`config.mk`:
```
export PLATFORM = sky130hd
export DESIGN_NAME = icw_top
export DESIGN_NICKNAME = d
export VERILOG_FILES = /design/src/logic/icw_pkg.sv /design/src/logic/icw_clk_sup.sv /design/src/logic/icw_wdog.sv /design/src/logic/icw_top.sv
export VERILOG_INCLUDE_DIRS = /design/src /design/src/logic
export SDC_FILE = /design/constraint.sdc
export NUM_CORES = 1
export LEC_CHECK = 0
export BUFFER_PORTS_ARGS = -buffer_cell sky130_fd_sc_hd__buf_2
export CAP_MARGIN = 20
export CORE_MARGIN = 3
export CORE_UTILIZATION = 56
export DETAILED_ROUTE_END_ITERATION = 7
export PLACE_DENSITY = 0.77
export SLEW_MARGIN = 20
export SYNTH_ARGS = -nofsm -noshare
export SYNTH_HDL_FRONTEND = slang
export SYNTH_SLANG_ARGS = --single-unit
```
`constraint.sdc`:
```
create_clock -name i_sys_clk -period 13.05 [get_ports i_sys_clk]
set_input_delay 2.61 -clock i_sys_clk [delete_from_list [all_inputs] [get_ports i_sys_clk]]
set_output_delay 2.61 -clock i_sys_clk [all_outputs]
set_load 0.1 [all_outputs]
```
`src/logic/icw_cfg.svh`:
```
`ifndef ICW_CFG_SVH
`define ICW_CFG_SVH
`define ICW_CLK_NS 25
`define ICW_OFF_GCR 6'h02
`define ICW_OFF_QBASE 6'h10
`define ICW_OFF_HSIZE 6'h12
`define ICW_OFF_TX_MONITOR_IRQ_REG 6'h30
`define ICW_OFF_IR 6'h38
`define ICW_OFF_TIMER 6'h3a
`define ICW_OFF_ID_CONTROL_REG 6'h3c
`define ICW_OFF_WDCNT 6'h3e
`define ICW_GCR_CLOCK_PAIR_SELECT 0
`define ICW_GCR_FORCE 1
`define ICW_GCR_WDFS 2
`define ICW_ID_CONTROL_REG_WDR 0
`define ICW_ID_CONTROL_REG_TSEN 1
`define ICW_ID_CONTROL_REG_SWRST 2
`define ICW_IR_PEND 0
`define ICW_IR_TXMON 3
`define ICW_IR_OVF 4
`define ICW_IR_FIFO 7
`define ICW_GCR_RST 16'h0000
`define ICW_QBASE_RST 16'h0000
`define ICW_QSIZE_RST 16'h0100
`define ICW_HDLC_OFS 24'h00_0100
`define ICW_WD_STEP_US 250
`define ICW_WD_RST_MS 512
`define ICW_WD_MAX_S 15
`define ICW_WD_RST 16'(`ICW_WD_RST_MS * 1000 / `ICW_WD_STEP_US)
`define ICW_WD_MAX 16'(`ICW_WD_MAX_S * 1000000 / `ICW_WD_STEP_US)
`define ICW_LOSS_US 200
`define ICW_LOSS_CYC (`ICW_LOSS_US * 1000 / `ICW_CLK_NS)
`define ICW_REPEAT_HZ 4000
`define ICW_REPEAT_CYC (1000000000 / `ICW_REPEAT_HZ / `ICW_CLK_NS)
`define ICW_XTAL_KHZ 32768
`define ICW_XTAL_DIV 8192
`define ICW_TICK_CYC ((`ICW_XTAL_DIV * 1000 / `ICW_XTAL_KHZ) * 1000 / `ICW_CLK_NS)
`endif

```
`src/logic/icw_pkg.sv`:
```
package icw_pkg;
    typedef struct packed {
        logic valid;
        logic [15:0] word;
    } icw_evt_t;
    typedef struct packed {
        logic valid;
        logic [23:0] addr;
        logic [15:0] data;
    } icw_mem_t;
    typedef enum logic [1:0] {
        ICW_IDLE,
        ICW_EVT,
        ICW_STAMP
    } icw_seq_t;
endpackage

```
`src/logic/icw_clk_sup.sv`:
```
`timescale 1ns/1ps
module icw_clk_sup #(
    parameter int LOSS_CYC = 8000,
    parameter int REPEAT_CYC = 10000
) (
    // Clock and reset
    input wire logic i_sys_clk,
    input wire logic i_sys_rst,
    // Synchronised pair clocks, bit 1 is pair B
    input wire logic [1:0] i_clk_s,
    // Software selection
    input wire logic i_force,
    input wire logic i_force_b,
    // Status
    output logic o_pair_b,
    output logic o_fail
);
    localparam int LW = $clog2(LOSS_CYC + 1);
    localparam int RW = $clog2(REPEAT_CYC + 1);
    logic [1:0] prev_r;
    logic cand_r;
    logic absent_r;
    logic [LW-1:0] loss_r;
    logic [RW-1:0] rep_r;
    wire cur = i_clk_s[cand_r];
    wire prv = prev_r[cand_r];
    wire fall = prv & ~cur;
    wire edge_c = prv ^ cur;
    wire chg = i_force && (cand_r != i_force_b);
    wire lost = !edge_c && (loss_r == LW'(LOSS_CYC - 1));
    wire rep = absent_r && (rep_r == RW'(REPEAT_CYC - 1));

    always_ff @(posedge i_sys_clk or posedge i_sys_rst) begin
        if (i_sys_rst) begin
            prev_r <= 2'h0;
            cand_r <= 1'b0;
            absent_r <= 1'b0;
            loss_r <= '0;
            rep_r <= '0;
            o_pair_b <= 1'b0;
            o_fail <= 1'b0;
        end else begin
            prev_r <= i_clk_s;
            o_fail <= (lost && !chg && !absent_r) || rep;
            rep_r <= (!absent_r || rep) ? '0 : rep_r + 1'b1;
            if (chg) begin
                cand_r <= i_force_b;
                loss_r <= '0;
            end else if (edge_c) begin
                loss_r <= '0;
                if (fall) begin
                    o_pair_b <= cand_r;
                    absent_r <= 1'b0;
                end
            end else if (lost) begin
                loss_r <= '0;
                absent_r <= 1'b1;
                if (!i_force) begin
                    cand_r <= ~cand_r;
                end
            end else begin
                loss_r <= loss_r + 1'b1;
            end
        end
    end
endmodule

```
`src/logic/icw_wdog.sv`:
```
`timescale 1ns/1ps
`include "icw_cfg.svh"
module icw_wdog #(
    parameter int TICK_CYC = 10000
) (
    // Clock and reset
    input wire logic i_sys_clk,
    input wire logic i_sys_rst,
    // Control
    input wire logic i_clr,
    input wire logic i_fs_s,
    input wire logic i_src_fs,
    input wire logic i_ts_en,
    input wire logic i_restart,
    input wire logic [15:0] i_init,
    // Status
    output logic [15:0] o_count,
    output logic o_expired
);
    localparam int TW = $clog2(TICK_CYC + 1);
    logic [TW-1:0] div_r;
    logic fs_prev_r;
    logic half_r;
    wire xt_tick = div_r == TW'(TICK_CYC - 1);
    wire fs_rise = i_fs_s & ~fs_prev_r;
    wire tick = i_src_fs ? (fs_rise & half_r) : xt_tick;

    always_ff @(posedge i_sys_clk or posedge i_sys_rst) begin
        if (i_sys_rst) begin
            div_r <= '0;
            fs_prev_r <= 1'b0;
            half_r <= 1'b0;
            o_count <= `ICW_WD_RST;
            o_expired <= 1'b0;
        end else begin
            fs_prev_r <= i_fs_s;
            div_r <= xt_tick ? '0 : div_r + 1'b1;
            if (fs_rise) begin
                half_r <= ~half_r;
            end
            if (i_clr) begin
                o_count <= `ICW_WD_RST;
                o_expired <= 1'b0;
            end else if (i_restart) begin
                o_count <= i_init;
                o_expired <= 1'b0;
            end else if (i_ts_en) begin
                o_expired <= 1'b0;
                if (tick) begin
                    o_count <= o_count + 16'h0001;
                end
            end else if (tick) begin
                if (o_count != 16'h0000) begin
                    o_count <= o_count - 16'h0001;
                end else begin
                    o_expired <= 1'b1;
                end
            end
        end
    end
endmodule

```
`src/logic/icw_top.sv`:
```
`timescale 1ns/1ps
`include "icw_cfg.svh"
// Function
// - Route HDLC, C/I, monitor events to operating interrupt
// - Write cause to memory, then raise interrupt
// - Three queues: HDLC, command/indicate, monitor
// - Overflow and FIFO errors flag source register
// - 16-bit register names interrupting monitor transmitter
// - Clock fault raises time-base interrupt
// - Missing clock detected within 200 microseconds
// - Clock failure interrupt repeats at 4 kHz
// - Hunt pairs; switch on new falling edge
// - Software may force clock pair choice
// - Queue lengths set by software
// - Time stamp word follows C/I, monitor entries
// - Time stamping disables the watchdog
// - Watchdog counts down; expiry raises output
// - Initial value 0 to 15 s, 0.25 ms
// - Reset loads 512 ms into watchdog
// - Count clock: frame sync/2 or crystal/8192
// - Crystal source selected after reset
// - Any reset restores register defaults
module icw_top #(
    parameter int LOSS_CYC = `ICW_LOSS_CYC,
    parameter int REPEAT_CYC = `ICW_REPEAT_CYC,
    parameter int TICK_CYC = `ICW_TICK_CYC
) (
    // Clock and reset
    input wire logic i_sys_clk,
    input wire logic i_sys_rst,
    // Clock distribution and frame sync pins
    input wire logic i_clk_a,
    input wire logic i_clk_b,
    input wire logic i_frame_sync,
    // Register port
    input wire logic [5:0] i_reg_addr,
    input wire logic i_reg_wr,
    input wire logic i_reg_rd,
    input wire logic [15:0] i_reg_wdata,
    output logic [15:0] o_reg_rdata,
    // Event sources: 0 HDLC, 1 monitor, 2 C/I
    input wire icw_pkg::icw_evt_t [2:0] i_evt,
    output logic [2:0] o_evt_ready,
    input wire logic i_txmon_valid,
    input wire logic [3:0] i_txmon_idx,
    input wire logic i_fifo_err,
    // Queue memory writes
    output icw_pkg::icw_mem_t o_mem,
    input wire logic i_mem_ack,
    // Interrupt and status outputs
    output logic o_operating_irq_out,
    output logic o_timebase_irq_out,
    output logic o_watchdog_out,
    output logic o_clock_pair_b
);
    function automatic logic hit(input logic [5:0] a, input logic [5:0] off);
        return a == off;
    endfunction

    // Pin synchronisers
    logic [2:0] pin_s1_r;
    logic [2:0] pin_s2_r;
    always_ff @(posedge i_sys_clk or posedge i_sys_rst) begin
        if (i_sys_rst) begin
            pin_s1_r <= 3'h0;
            pin_s2_r <= 3'h0;
        end else begin
            pin_s1_r <= {i_frame_sync, i_clk_b, i_clk_a};
            pin_s2_r <= pin_s1_r;
        end
    end

    // Register decode
    wire wr_gcr = i_reg_wr && hit(i_reg_addr, `ICW_OFF_GCR);
    wire wr_qbase = i_reg_wr && hit(i_reg_addr, `ICW_OFF_QBASE);
    wire wr_timer = i_reg_wr && hit(i_reg_addr, `ICW_OFF_TIMER);
    wire wr_id_control_reg = i_reg_wr && hit(i_reg_addr, `ICW_OFF_ID_CONTROL_REG);
    wire rd_ir = i_reg_rd && hit(i_reg_addr, `ICW_OFF_IR);
    wire rd_tx_monitor_irq_reg = i_reg_rd && hit(i_reg_addr, `ICW_OFF_TX_MONITOR_IRQ_REG);

    logic [15:0] gcr_r;
    logic [15:0] qbase_r;
    logic [15:0] timer_r;
    logic [2:0][15:0] qsize_r;
    logic [2:0][15:0] qsize_nxt;
    logic ts_en_r;
    logic restart_r;
    logic soft_rst_r;
    wire clr = soft_rst_r;

    // Next values of programmable registers
    wire [15:0] gcr_nxt = clr ? `ICW_GCR_RST : wr_gcr ? i_reg_wdata : gcr_r;
    wire [15:0] qbase_nxt = clr ? `ICW_QBASE_RST : wr_qbase ? i_reg_wdata : qbase_r;
    wire [15:0] wd_lim = (i_reg_wdata > `ICW_WD_MAX) ? `ICW_WD_MAX : i_reg_wdata;
    wire [15:0] timer_nxt = clr ? `ICW_WD_RST : wr_timer ? wd_lim : timer_r;
    wire ts_en_nxt = clr ? 1'b0 : wr_id_control_reg ? i_reg_wdata[`ICW_ID_CONTROL_REG_TSEN] : ts_en_r;

    genvar g;
    generate
        for (g = 0; g < 3; g++) begin : g_size
            wire wr_sz = i_reg_wr && hit(i_reg_addr, `ICW_OFF_HSIZE + 6'(g));
            assign qsize_nxt[g] = clr ? `ICW_QSIZE_RST : wr_sz ? i_reg_wdata : qsize_r[g];
        end
    endgenerate

    always_ff @(posedge i_sys_clk or posedge i_sys_rst) begin
        if (i_sys_rst) begin
            gcr_r <= `ICW_GCR_RST;
            qbase_r <= `ICW_QBASE_RST;
            timer_r <= `ICW_WD_RST;
            qsize_r <= {3{`ICW_QSIZE_RST}};
            ts_en_r <= 1'b0;
            restart_r <= 1'b0;
            soft_rst_r <= 1'b0;
        end else begin
            gcr_r <= gcr_nxt;
            qbase_r <= qbase_nxt;
            timer_r <= timer_nxt;
            qsize_r <= qsize_nxt;
            ts_en_r <= ts_en_nxt;
            restart_r <= wr_id_control_reg && i_reg_wdata[`ICW_ID_CONTROL_REG_WDR];
            soft_rst_r <= wr_id_control_reg && i_reg_wdata[`ICW_ID_CONTROL_REG_SWRST];
        end
    end

    // Queue sequencer state
    icw_pkg::icw_seq_t seq_r;
    logic [1:0] cur_q_r;
    icw_pkg::icw_mem_t mem_r;
    logic [2:0] empty_r;
    logic [2:0][15:0] word_r;
    logic [2:0][15:0] wptr_r;
    logic [2:0][15:0] fill_r;
    logic [2:0][23:0] qstart;
    logic [2:0] fin;
    logic [2:0] ovf;
    logic [15:0] wd_count;

    wire need_stamp = ts_en_r && (cur_q_r != 2'h0);
    wire in_evt = seq_r == icw_pkg::ICW_EVT;
    wire in_stamp = seq_r == icw_pkg::ICW_STAMP;
    wire ack_evt = in_evt && i_mem_ack;
    wire done = i_mem_ack && ((in_evt && !need_stamp) || in_stamp);
    wire any = ~&empty_r;
    wire [1:0] sel_q = !empty_r[0] ? 2'h0 : !empty_r[1] ? 2'h1 : 2'h2;

    assign qstart[0] = {qbase_r, 8'h00} + `ICW_HDLC_OFS;

    generate
        for (g = 0; g < 3; g++) begin : g_queue
            wire take = i_evt[g].valid && empty_r[g];
            wire [15:0] esz = (ts_en_r && g != 0) ? 16'h0002 : 16'h0001;
            wire [15:0] wnext = wptr_r[g] + esz;
            wire [15:0] fsum = fill_r[g] + esz;
            assign fin[g] = done && (cur_q_r == 2'(g));
            assign ovf[g] = fin[g] && (fsum > qsize_r[g]);
            if (g > 0) begin : g_start
                assign qstart[g] = qstart[g-1] + {8'h00, qsize_r[g-1]};
            end
            always_ff @(posedge i_sys_clk or posedge i_sys_rst) begin
                if (i_sys_rst) begin
                    empty_r[g] <= 1'b1;
                    word_r[g] <= 16'h0000;
                    wptr_r[g] <= 16'h0000;
                    fill_r[g] <= 16'h0000;
                end else if (clr) begin
                    empty_r[g] <= 1'b1;
                    wptr_r[g] <= 16'h0000;
                    fill_r[g] <= 16'h0000;
                end else begin
                    if (take) begin
                        empty_r[g] <= 1'b0;
                        word_r[g] <= i_evt[g].word;
                    end else if (ack_evt && cur_q_r == 2'(g)) begin
                        empty_r[g] <= 1'b1;
                    end
                    if (fin[g]) begin
                        wptr_r[g] <= (wnext >= qsize_r[g]) ? 16'h0000 : wnext;
                    end
                    if (rd_ir) begin
                        fill_r[g] <= fin[g] ? esz : 16'h0000;
                    end else if (fin[g]) begin
                        fill_r[g] <= fsum;
                    end
                end
            end
        end
    endgenerate

    wire [23:0] ent_addr = qstart[sel_q] + {8'h00, wptr_r[sel_q]};

    always_ff @(posedge i_sys_clk or posedge i_sys_rst) begin
        if (i_sys_rst) begin
            seq_r <= icw_pkg::ICW_IDLE;
            cur_q_r <= 2'h0;
            mem_r <= '0;
        end else begin
            unique case (seq_r)
                icw_pkg::ICW_IDLE: begin
                    if (any && !clr) begin
                        cur_q_r <= sel_q;
                        mem_r <= '{valid: 1'b1, addr: ent_addr, data: word_r[sel_q]};
                        seq_r <= icw_pkg::ICW_EVT;
                    end
                end
                icw_pkg::ICW_EVT: begin
                    if (i_mem_ack) begin
                        if (need_stamp) begin
                            mem_r.addr <= mem_r.addr + 24'h00_0001;
                            mem_r.data <= wd_count;
                            seq_r <= icw_pkg::ICW_STAMP;
                        end else begin
                            mem_r.valid <= 1'b0;
                            seq_r <= icw_pkg::ICW_IDLE;
                        end
                    end
                end
                icw_pkg::ICW_STAMP: begin
                    if (i_mem_ack) begin
                        mem_r.valid <= 1'b0;
                        seq_r <= icw_pkg::ICW_IDLE;
                    end
                end
            endcase
        end
    end

    // Interrupt source and transmit monitor registers
    logic [7:0] ir_r;
    logic [15:0] tx_monitor_irq_reg_r;
    logic operating_irq_out_r;
    logic [15:0] rdata_r;
    logic [7:0] ir_set;
    assign ir_set[`ICW_IR_PEND +: 3] = fin;
    assign ir_set[`ICW_IR_TXMON] = i_txmon_valid;
    assign ir_set[`ICW_IR_OVF +: 3] = ovf;
    assign ir_set[`ICW_IR_FIFO] = i_fifo_err;
    wire [7:0] ir_keep = (clr || rd_ir) ? 8'h00 : ir_r;
    wire [7:0] ir_nxt = ir_keep | ir_set;
    wire [15:0] tm_set = i_txmon_valid ? (16'h0001 << i_txmon_idx) : 16'h0000;
    wire [15:0] tm_keep = (clr || rd_tx_monitor_irq_reg) ? 16'h0000 : tx_monitor_irq_reg_r;
    wire [15:0] tx_monitor_irq_reg_nxt = tm_keep | tm_set;

    wire [15:0] rd_mux =
        hit(i_reg_addr, `ICW_OFF_GCR) ? gcr_r :
        hit(i_reg_addr, `ICW_OFF_TX_MONITOR_IRQ_REG) ? tx_monitor_irq_reg_r :
        hit(i_reg_addr, `ICW_OFF_IR) ? {8'h00, ir_r} :
        hit(i_reg_addr, `ICW_OFF_QBASE) ? qbase_r :
        hit(i_reg_addr, `ICW_OFF_HSIZE) ? qsize_r[0] :
        hit(i_reg_addr, `ICW_OFF_HSIZE + 6'h01) ? qsize_r[1] :
        hit(i_reg_addr, `ICW_OFF_HSIZE + 6'h02) ? qsize_r[2] :
        hit(i_reg_addr, `ICW_OFF_TIMER) ? timer_r :
        hit(i_reg_addr, `ICW_OFF_ID_CONTROL_REG) ? {14'h0000, ts_en_r, 1'b0} :
        hit(i_reg_addr, `ICW_OFF_WDCNT) ? wd_count :
        16'h0000;

    always_ff @(posedge i_sys_clk or posedge i_sys_rst) begin
        if (i_sys_rst) begin
            ir_r <= 8'h00;
            tx_monitor_irq_reg_r <= 16'h0000;
            operating_irq_out_r <= 1'b0;
            rdata_r <= 16'h0000;
        end else begin
            ir_r <= ir_nxt;
            tx_monitor_irq_reg_r <= tx_monitor_irq_reg_nxt;
            operating_irq_out_r <= |ir_nxt;
            if (i_reg_rd) begin
                rdata_r <= rd_mux;
            end
        end
    end

    logic tb_fail;
    logic pair_b;
    logic wd_exp;

    icw_clk_sup #(
        .LOSS_CYC(LOSS_CYC),
        .REPEAT_CYC(REPEAT_CYC)
    ) u_sup (
        .i_sys_clk(i_sys_clk),
        .i_sys_rst(i_sys_rst),
        .i_clk_s(pin_s2_r[1:0]),
        .i_force(gcr_r[`ICW_GCR_FORCE]),
        .i_force_b(gcr_r[`ICW_GCR_CLOCK_PAIR_SELECT]),
        .o_pair_b(pair_b),
        .o_fail(tb_fail)
    );

    icw_wdog #(
        .TICK_CYC(TICK_CYC)
    ) u_wdog (
        .i_sys_clk(i_sys_clk),
        .i_sys_rst(i_sys_rst),
        .i_clr(clr),
        .i_fs_s(pin_s2_r[2]),
        .i_src_fs(gcr_r[`ICW_GCR_WDFS]),
        .i_ts_en(ts_en_r),
        .i_restart(restart_r),
        .i_init(timer_r),
        .o_count(wd_count),
        .o_expired(wd_exp)
    );

    assign o_reg_rdata = rdata_r;
    assign o_evt_ready = empty_r;
    assign o_mem = mem_r;
    assign o_operating_irq_out = operating_irq_out_r;
    assign o_timebase_irq_out = tb_fail;
    assign o_watchdog_out = wd_exp;
    assign o_clock_pair_b = pair_b;
endmodule

```
==> run_summary.xml <==
<?xml version="1.0" encoding="UTF-8"?>
<metrics>
  <group name="status">
    <metric name="outcome" unit="">finished, final reports clean</metric>
  </group>
  <group name="clock_tree">
    <metric name="tritoncts" unit="">yes</metric>
    <metric name="cts.path.max_buffers" unit="">3</metric>
    <metric name="clock_sinks" unit="">404</metric>
    <metric name="clkSlewWorstSetupHoldPaths" unit="ps">60</metric>
    <metric name="number_of_gates_given_a_new_drive_strength_after_cts" unit="">0</metric>
    <metric name="clockRootBuffer" unit="">clkbuf_16</metric>
    <metric name="cts_hold_repair.buffers" unit="">0</metric>
    <metric name="clk-insertion-delay-late" unit="ps">580</metric>
    <metric name="cts.htree.levels" unit="">2</metric>
    <metric name="cts_buffers" unit="">46</metric>
    <metric name="cts_post_setup_buffers_inserted" unit="">0</metric>
  </group>
  <group name="setup_path">
    <metric name="peak_per_stage_delay_on_the_critical_path" unit="ps">520</metric>
    <metric name="regToRegStartpoint" unit="">qsize_r[0]</metric>
    <metric name="cp_num_buf_inv" unit="">0</metric>
    <metric name="worstSetupStartpointType" unit="">register</metric>
    <metric name="crit_type" unit="">register to register</metric>
    <metric name="critPathTopFamily" unit="">compound AO/OA/AOI/OAI gates</metric>
    <metric name="crit_chain" unit="">ha_1, fa_1, a211oi_1, o21a_1, nor3_1, o21ai_0, xor2_1, nand2_1, o21ai_0, a21oi_1, ha_1, nand3_1, or3_1, a211oi_1, nor4_1, nor3_1, a31o_2, nand3_1, or3b_1, xor2_1, a21oi_1</metric>
    <metric name="critPathLaunch" unit="">qsize_r[0]</metric>
    <metric name="arrival" unit="ps">6160</metric>
    <metric name="critPathSlowestCell" unit="">dfrtp_1</metric>
    <metric name="end_kind" unit="">register</metric>
    <metric name="rrSetupSlack" unit="ps">7390</metric>
    <metric name="worstPathMaxFanout" unit="">6</metric>
    <metric name="critical_path_required" unit="ps">13550</metric>
  </group>
  <group name="synth">
    <metric name="synth-seq-area-share" unit="">0.394</metric>
    <metric name="synth_async_sr_flop_share" unit="">1.00</metric>
    <metric name="post_synth.cell_area_avg" unit="um2">8.93</metric>
    <metric name="yosys-mux-area-fraction" unit="">0.0452</metric>
    <metric name="postSynthRegisterBits" unit="">404</metric>
    <metric name="synth_xor_area_frac" unit="">0.0708</metric>
    <metric name="post_syn_nets" unit="">3145</metric>
    <metric name="yosys.cell_types.count" unit="">82</metric>
    <metric name="mappedNetlistArea" unit="mm2">0.0257</metric>
    <metric name="adder_cell_area_share_of_the_yosys_netlist" unit="">0.0910</metric>
    <metric name="post_synthesis_instance_total" unit="">2876</metric>
    <metric name="yosysWarningCount" unit="">0</metric>
    <metric name="synth_top_family_by_area" unit="">simple AND/OR/NAND/NOR gates</metric>
    <metric name="yosys_most_used_dff" unit="">dfrtp_1</metric>
    <metric name="synth_enable_flop_cells" unit="">0</metric>
    <metric name="synth_compound_gate_area_share" unit="">0.179</metric>
    <metric name="share_of_synthesized_cell_area_in_and_or_nand_and_nor_gates" unit="">0.185</metric>
  </group>
  <group name="timing">
    <metric name="timing_worst_slew_pin_value" unit="ps">1120</metric>
    <metric name="finalClockSkew" unit="ps">22.3</metric>
    <metric name="period_minus_slack" unit="ps">5660</metric>
    <metric name="fin_tns_setup" unit="ps">0</metric>
    <metric name="rel_slew_slack" unit="">0.253</metric>
    <metric name="max_freq" unit="GHz">0.177</metric>
    <metric name="setup_violations" unit="">0</metric>
    <metric name="final_max_slew_viol_count" unit="">0</metric>
    <metric name="period_share" unit="">0.434</metric>
    <metric name="rsz0062_at_grt" unit="">false</metric>
    <metric name="hold_viol_final" unit="">0</metric>
  </group>
  <group name="cells_and_area">
    <metric name="post-route-util" unit="">0.634</metric>
    <metric name="fraction_of_layout_cells_with_a_size_suffix_above_1" unit="">0.117</metric>
    <metric name="areaGrowthSynthToFinish" unit="%">10.5</metric>
    <metric name="fill_cells" unit="">3690</metric>
    <metric name="num-nets-final" unit="">3218</metric>
  </group>
  <group name="power">
    <metric name="power.static_leakage" unit="uW">0.0131</metric>
    <metric name="vdd_drop_max" unit="V">0.000243</metric>
    <metric name="p_per_area" unit="mW/mm2">205</metric>
  </group>
  <group name="die">
    <metric name="horiz_die_dim" unit="um">220</metric>
    <metric name="start_util" unit="">0.573</metric>
    <metric name="core" unit="mm2">0.0448</metric>
    <metric name="floorplan.die_area" unit="mm2">0.0485</metric>
    <metric name="placementRows" unit="">77</metric>
    <metric name="io_pins" unit="">151</metric>
    <metric name="dieHeight" unit="um">220</metric>
  </group>
  <group name="routing">
    <metric name="drt_iter0_markers" unit="">2439</metric>
    <metric name="drt_pre_antenna_iters" unit="">6</metric>
    <metric name="remaining_drc_errors" unit="">0</metric>
    <metric name="overall_via_count_from_detail_route" unit="">22782</metric>
    <metric name="final_antenna_net_count" unit="">0</metric>
    <metric name="routed_wl" unit="um">79000</metric>
    <metric name="wire_per_inst" unit="um">22.1</metric>
    <metric name="detail_route.vias_per_cell" unit="">6.37</metric>
  </group>
  <group name="placement">
    <metric name="place.gp.congestion" unit="">0.979</metric>
    <metric name="placement.io_buffers" unit="">150</metric>
    <metric name="place.detailed.hpwl" unit="um">57400</metric>
  </group>
  <group name="run">
    <metric name="drv_cap" unit="">0</metric>
  </group>
  <group name="grt">
    <metric name="global_route.usage.total" unit="">0.325</metric>
    <metric name="grt_antenna_before_repair" unit="">1</metric>
    <metric name="maximum_number_of_pins_on_one_net_before_global_route_repair" unit="">180</metric>
    <metric name="wire_length_of_the_first_global_routing_pass" unit="um">123000</metric>
    <metric name="via_count_of_the_first_global_routing_pass" unit="">21908</metric>
    <metric name="grt_remaining_overflow" unit="">0</metric>
  </group>
  <group name="min_path">
    <metric name="min_path_type" unit="">register to register</metric>
    <metric name="hold_path_startpoint" unit="">pin_s1_r[2]</metric>
  </group>
</metrics>
[cells in the final DEF, fill, tap and decap left out, types with 15 or more instances in the layout]
cell       instances
and3_1            50
a222oi_1          15
buf_2            150
a32o_1            33
mux2_2            57
ha_1             173
inv_1             92
a21oi_1          260
nand4_1           30
a31oi_1           30
nor2_1           239
xnor2_1          109
buf_4             15
nand2b_1          37
and2_1            19
o21ai_0          121
xor2_1            95
o22ai_1           19
o31ai_1           16
nand2_1          415
nand3_1           97
a21o_1            43
a211oi_1          25
nor3_1            37
dfrtp_1          395
o21a_1            18
mux2i_1           52
a22o_1            37
nor2b_1           25
clkbuf_16         47
[power breakdown]
group	internal [uW]	switching (uW)
combinational	896	1700
sequential	1530	344
clock	802	546
[per-layer routing]
| layer | share of wire | wire length [um] | vias to the layer above | GRT usage |
|---|---|---|---|---|
| li1 | - | - | 10390 | - |
| met4 | 0.057 | 4510 | 0 | 0.164 |
| met1 | 0.40 | 32000 | 11063 | 0.431 |
| met5 | 0 | 0 | - | 0 |
| met3 | 0.096 | 7570 | 238 | 0.0788 |
| met2 | 0.44 | 34900 | 1091 | 0.499 |
[worst paths after layout]
check	end	cells after the start
setup / recovery	o_mem[36]	21
hold / removal	pin_s2_r[2]	0
setup reg to reg	o_mem[36]	21
hold reg to reg	pin_s2_r[2]	0
max in group asynchronous	o_reg_rdata[3]	4
min in group asynchronous	u_sup.rep_r[6]	3
[cells in the mapped netlist, types with 30 or more instances]
cell type | n | area (um2)
a21o_1 | 43 | 323
a21oi_1 | 260 | 1300
a22o_1 | 37 | 324
a31oi_1 | 30 | 188
a32o_1 | 33 | 330
and3_1 | 51 | 319
clkbuf_1 | 128 | 480
dfrtp_1 | 396 | 9910
ha_1 | 174 | 2180
inv_1 | 93 | 349
mux2_2 | 57 | 642
mux2i_1 | 52 | 521
nand2_1 | 415 | 1560
nand2b_1 | 37 | 231
nand3_1 | 98 | 490
nand4_1 | 30 | 188
nor2_1 | 240 | 901
nor3_1 | 37 | 185
o21ai_0 | 121 | 606
xnor2_1 | 109 | 955
xor2_1 | 95 | 832
[cell type report]
cell class / count / area, um2 / share of cell area
Antenna cell: 1 / 2.50 / 0.0000881
Clock buffer: 64 / 1310 / 0.0461
Clock inverter: 20 / 250 / 0.00881
Inverter: 94 / 357 / 0.0126
Multi-Input combinational cell: 2236 / 14700 / 0.518
Sequential cell: 404 / 10100 / 0.356
Tap cell: 592 / 741 / 0.0261
Timing Repair Buffer: 167 / 903 / 0.0318
[state kept, by name, indices dropped and copies added (netlist names), 2 cells and up]
name                  flops
o_evt_ready               3
o_reg_rdata              16
u_wdog.o_count           16
gcr_r                    16
word_r                   48
ir_r                      8
pin_s2_r                  3
fill_r                   48
u_sup.prev_r              2
qbase_r                  16
tx_monitor_irq_reg_r     16
cur_q_r                   2
u_sup.loss_r             13
seq_r                     2
pin_s1_r                  3
wptr_r                   48
timer_r                  16
u_sup.rep_r              14
qsize_r                  48
u_wdog.div_r             14
o_mem                    41
[logic make-up after synthesis]
kind of cell	Yosys count
xor gates and xnor gates	206
adders and majority gates	182
buffers and inverters	236
and+or+nand+nor	1028
DFF	404
muxes	109
AOI/OAI and AO/OA	711
[per-stage QoR]
step                hold slack [ps]  instances  worst slack, ps  cell area [um2]  power [uW]
detailed placement              338       3493             7270            26800        4430
CTS                             358       3577             7540            28400        5800
global placement                333       3493             7410            26800        4340
global route                    363       3577             7010            28400        6160
floorplan                       331       2876             5000            25700        3810
finish                          358       3578             7390            28400        5820
[worst register-to-register path: stages (launching register included)]
cell      delay [ps]
dfrtp_1          520
ha_1             320
fa_1             440
a211oi_1         440
o21a_1           270
nor3_1            90
o21ai_0          310
xor2_1           170
nand2_1           60
o21ai_0          100
a21oi_1          100
ha_1             390
nand3_1          110
or3_1            370
a211oi_1         330
nor4_1            80
nor3_1           350
a31o_2           240
nand3_1          140
or3b_1           410
xor2_1           170
a21oi_1          180
Power figures use the tool's default switching activity.
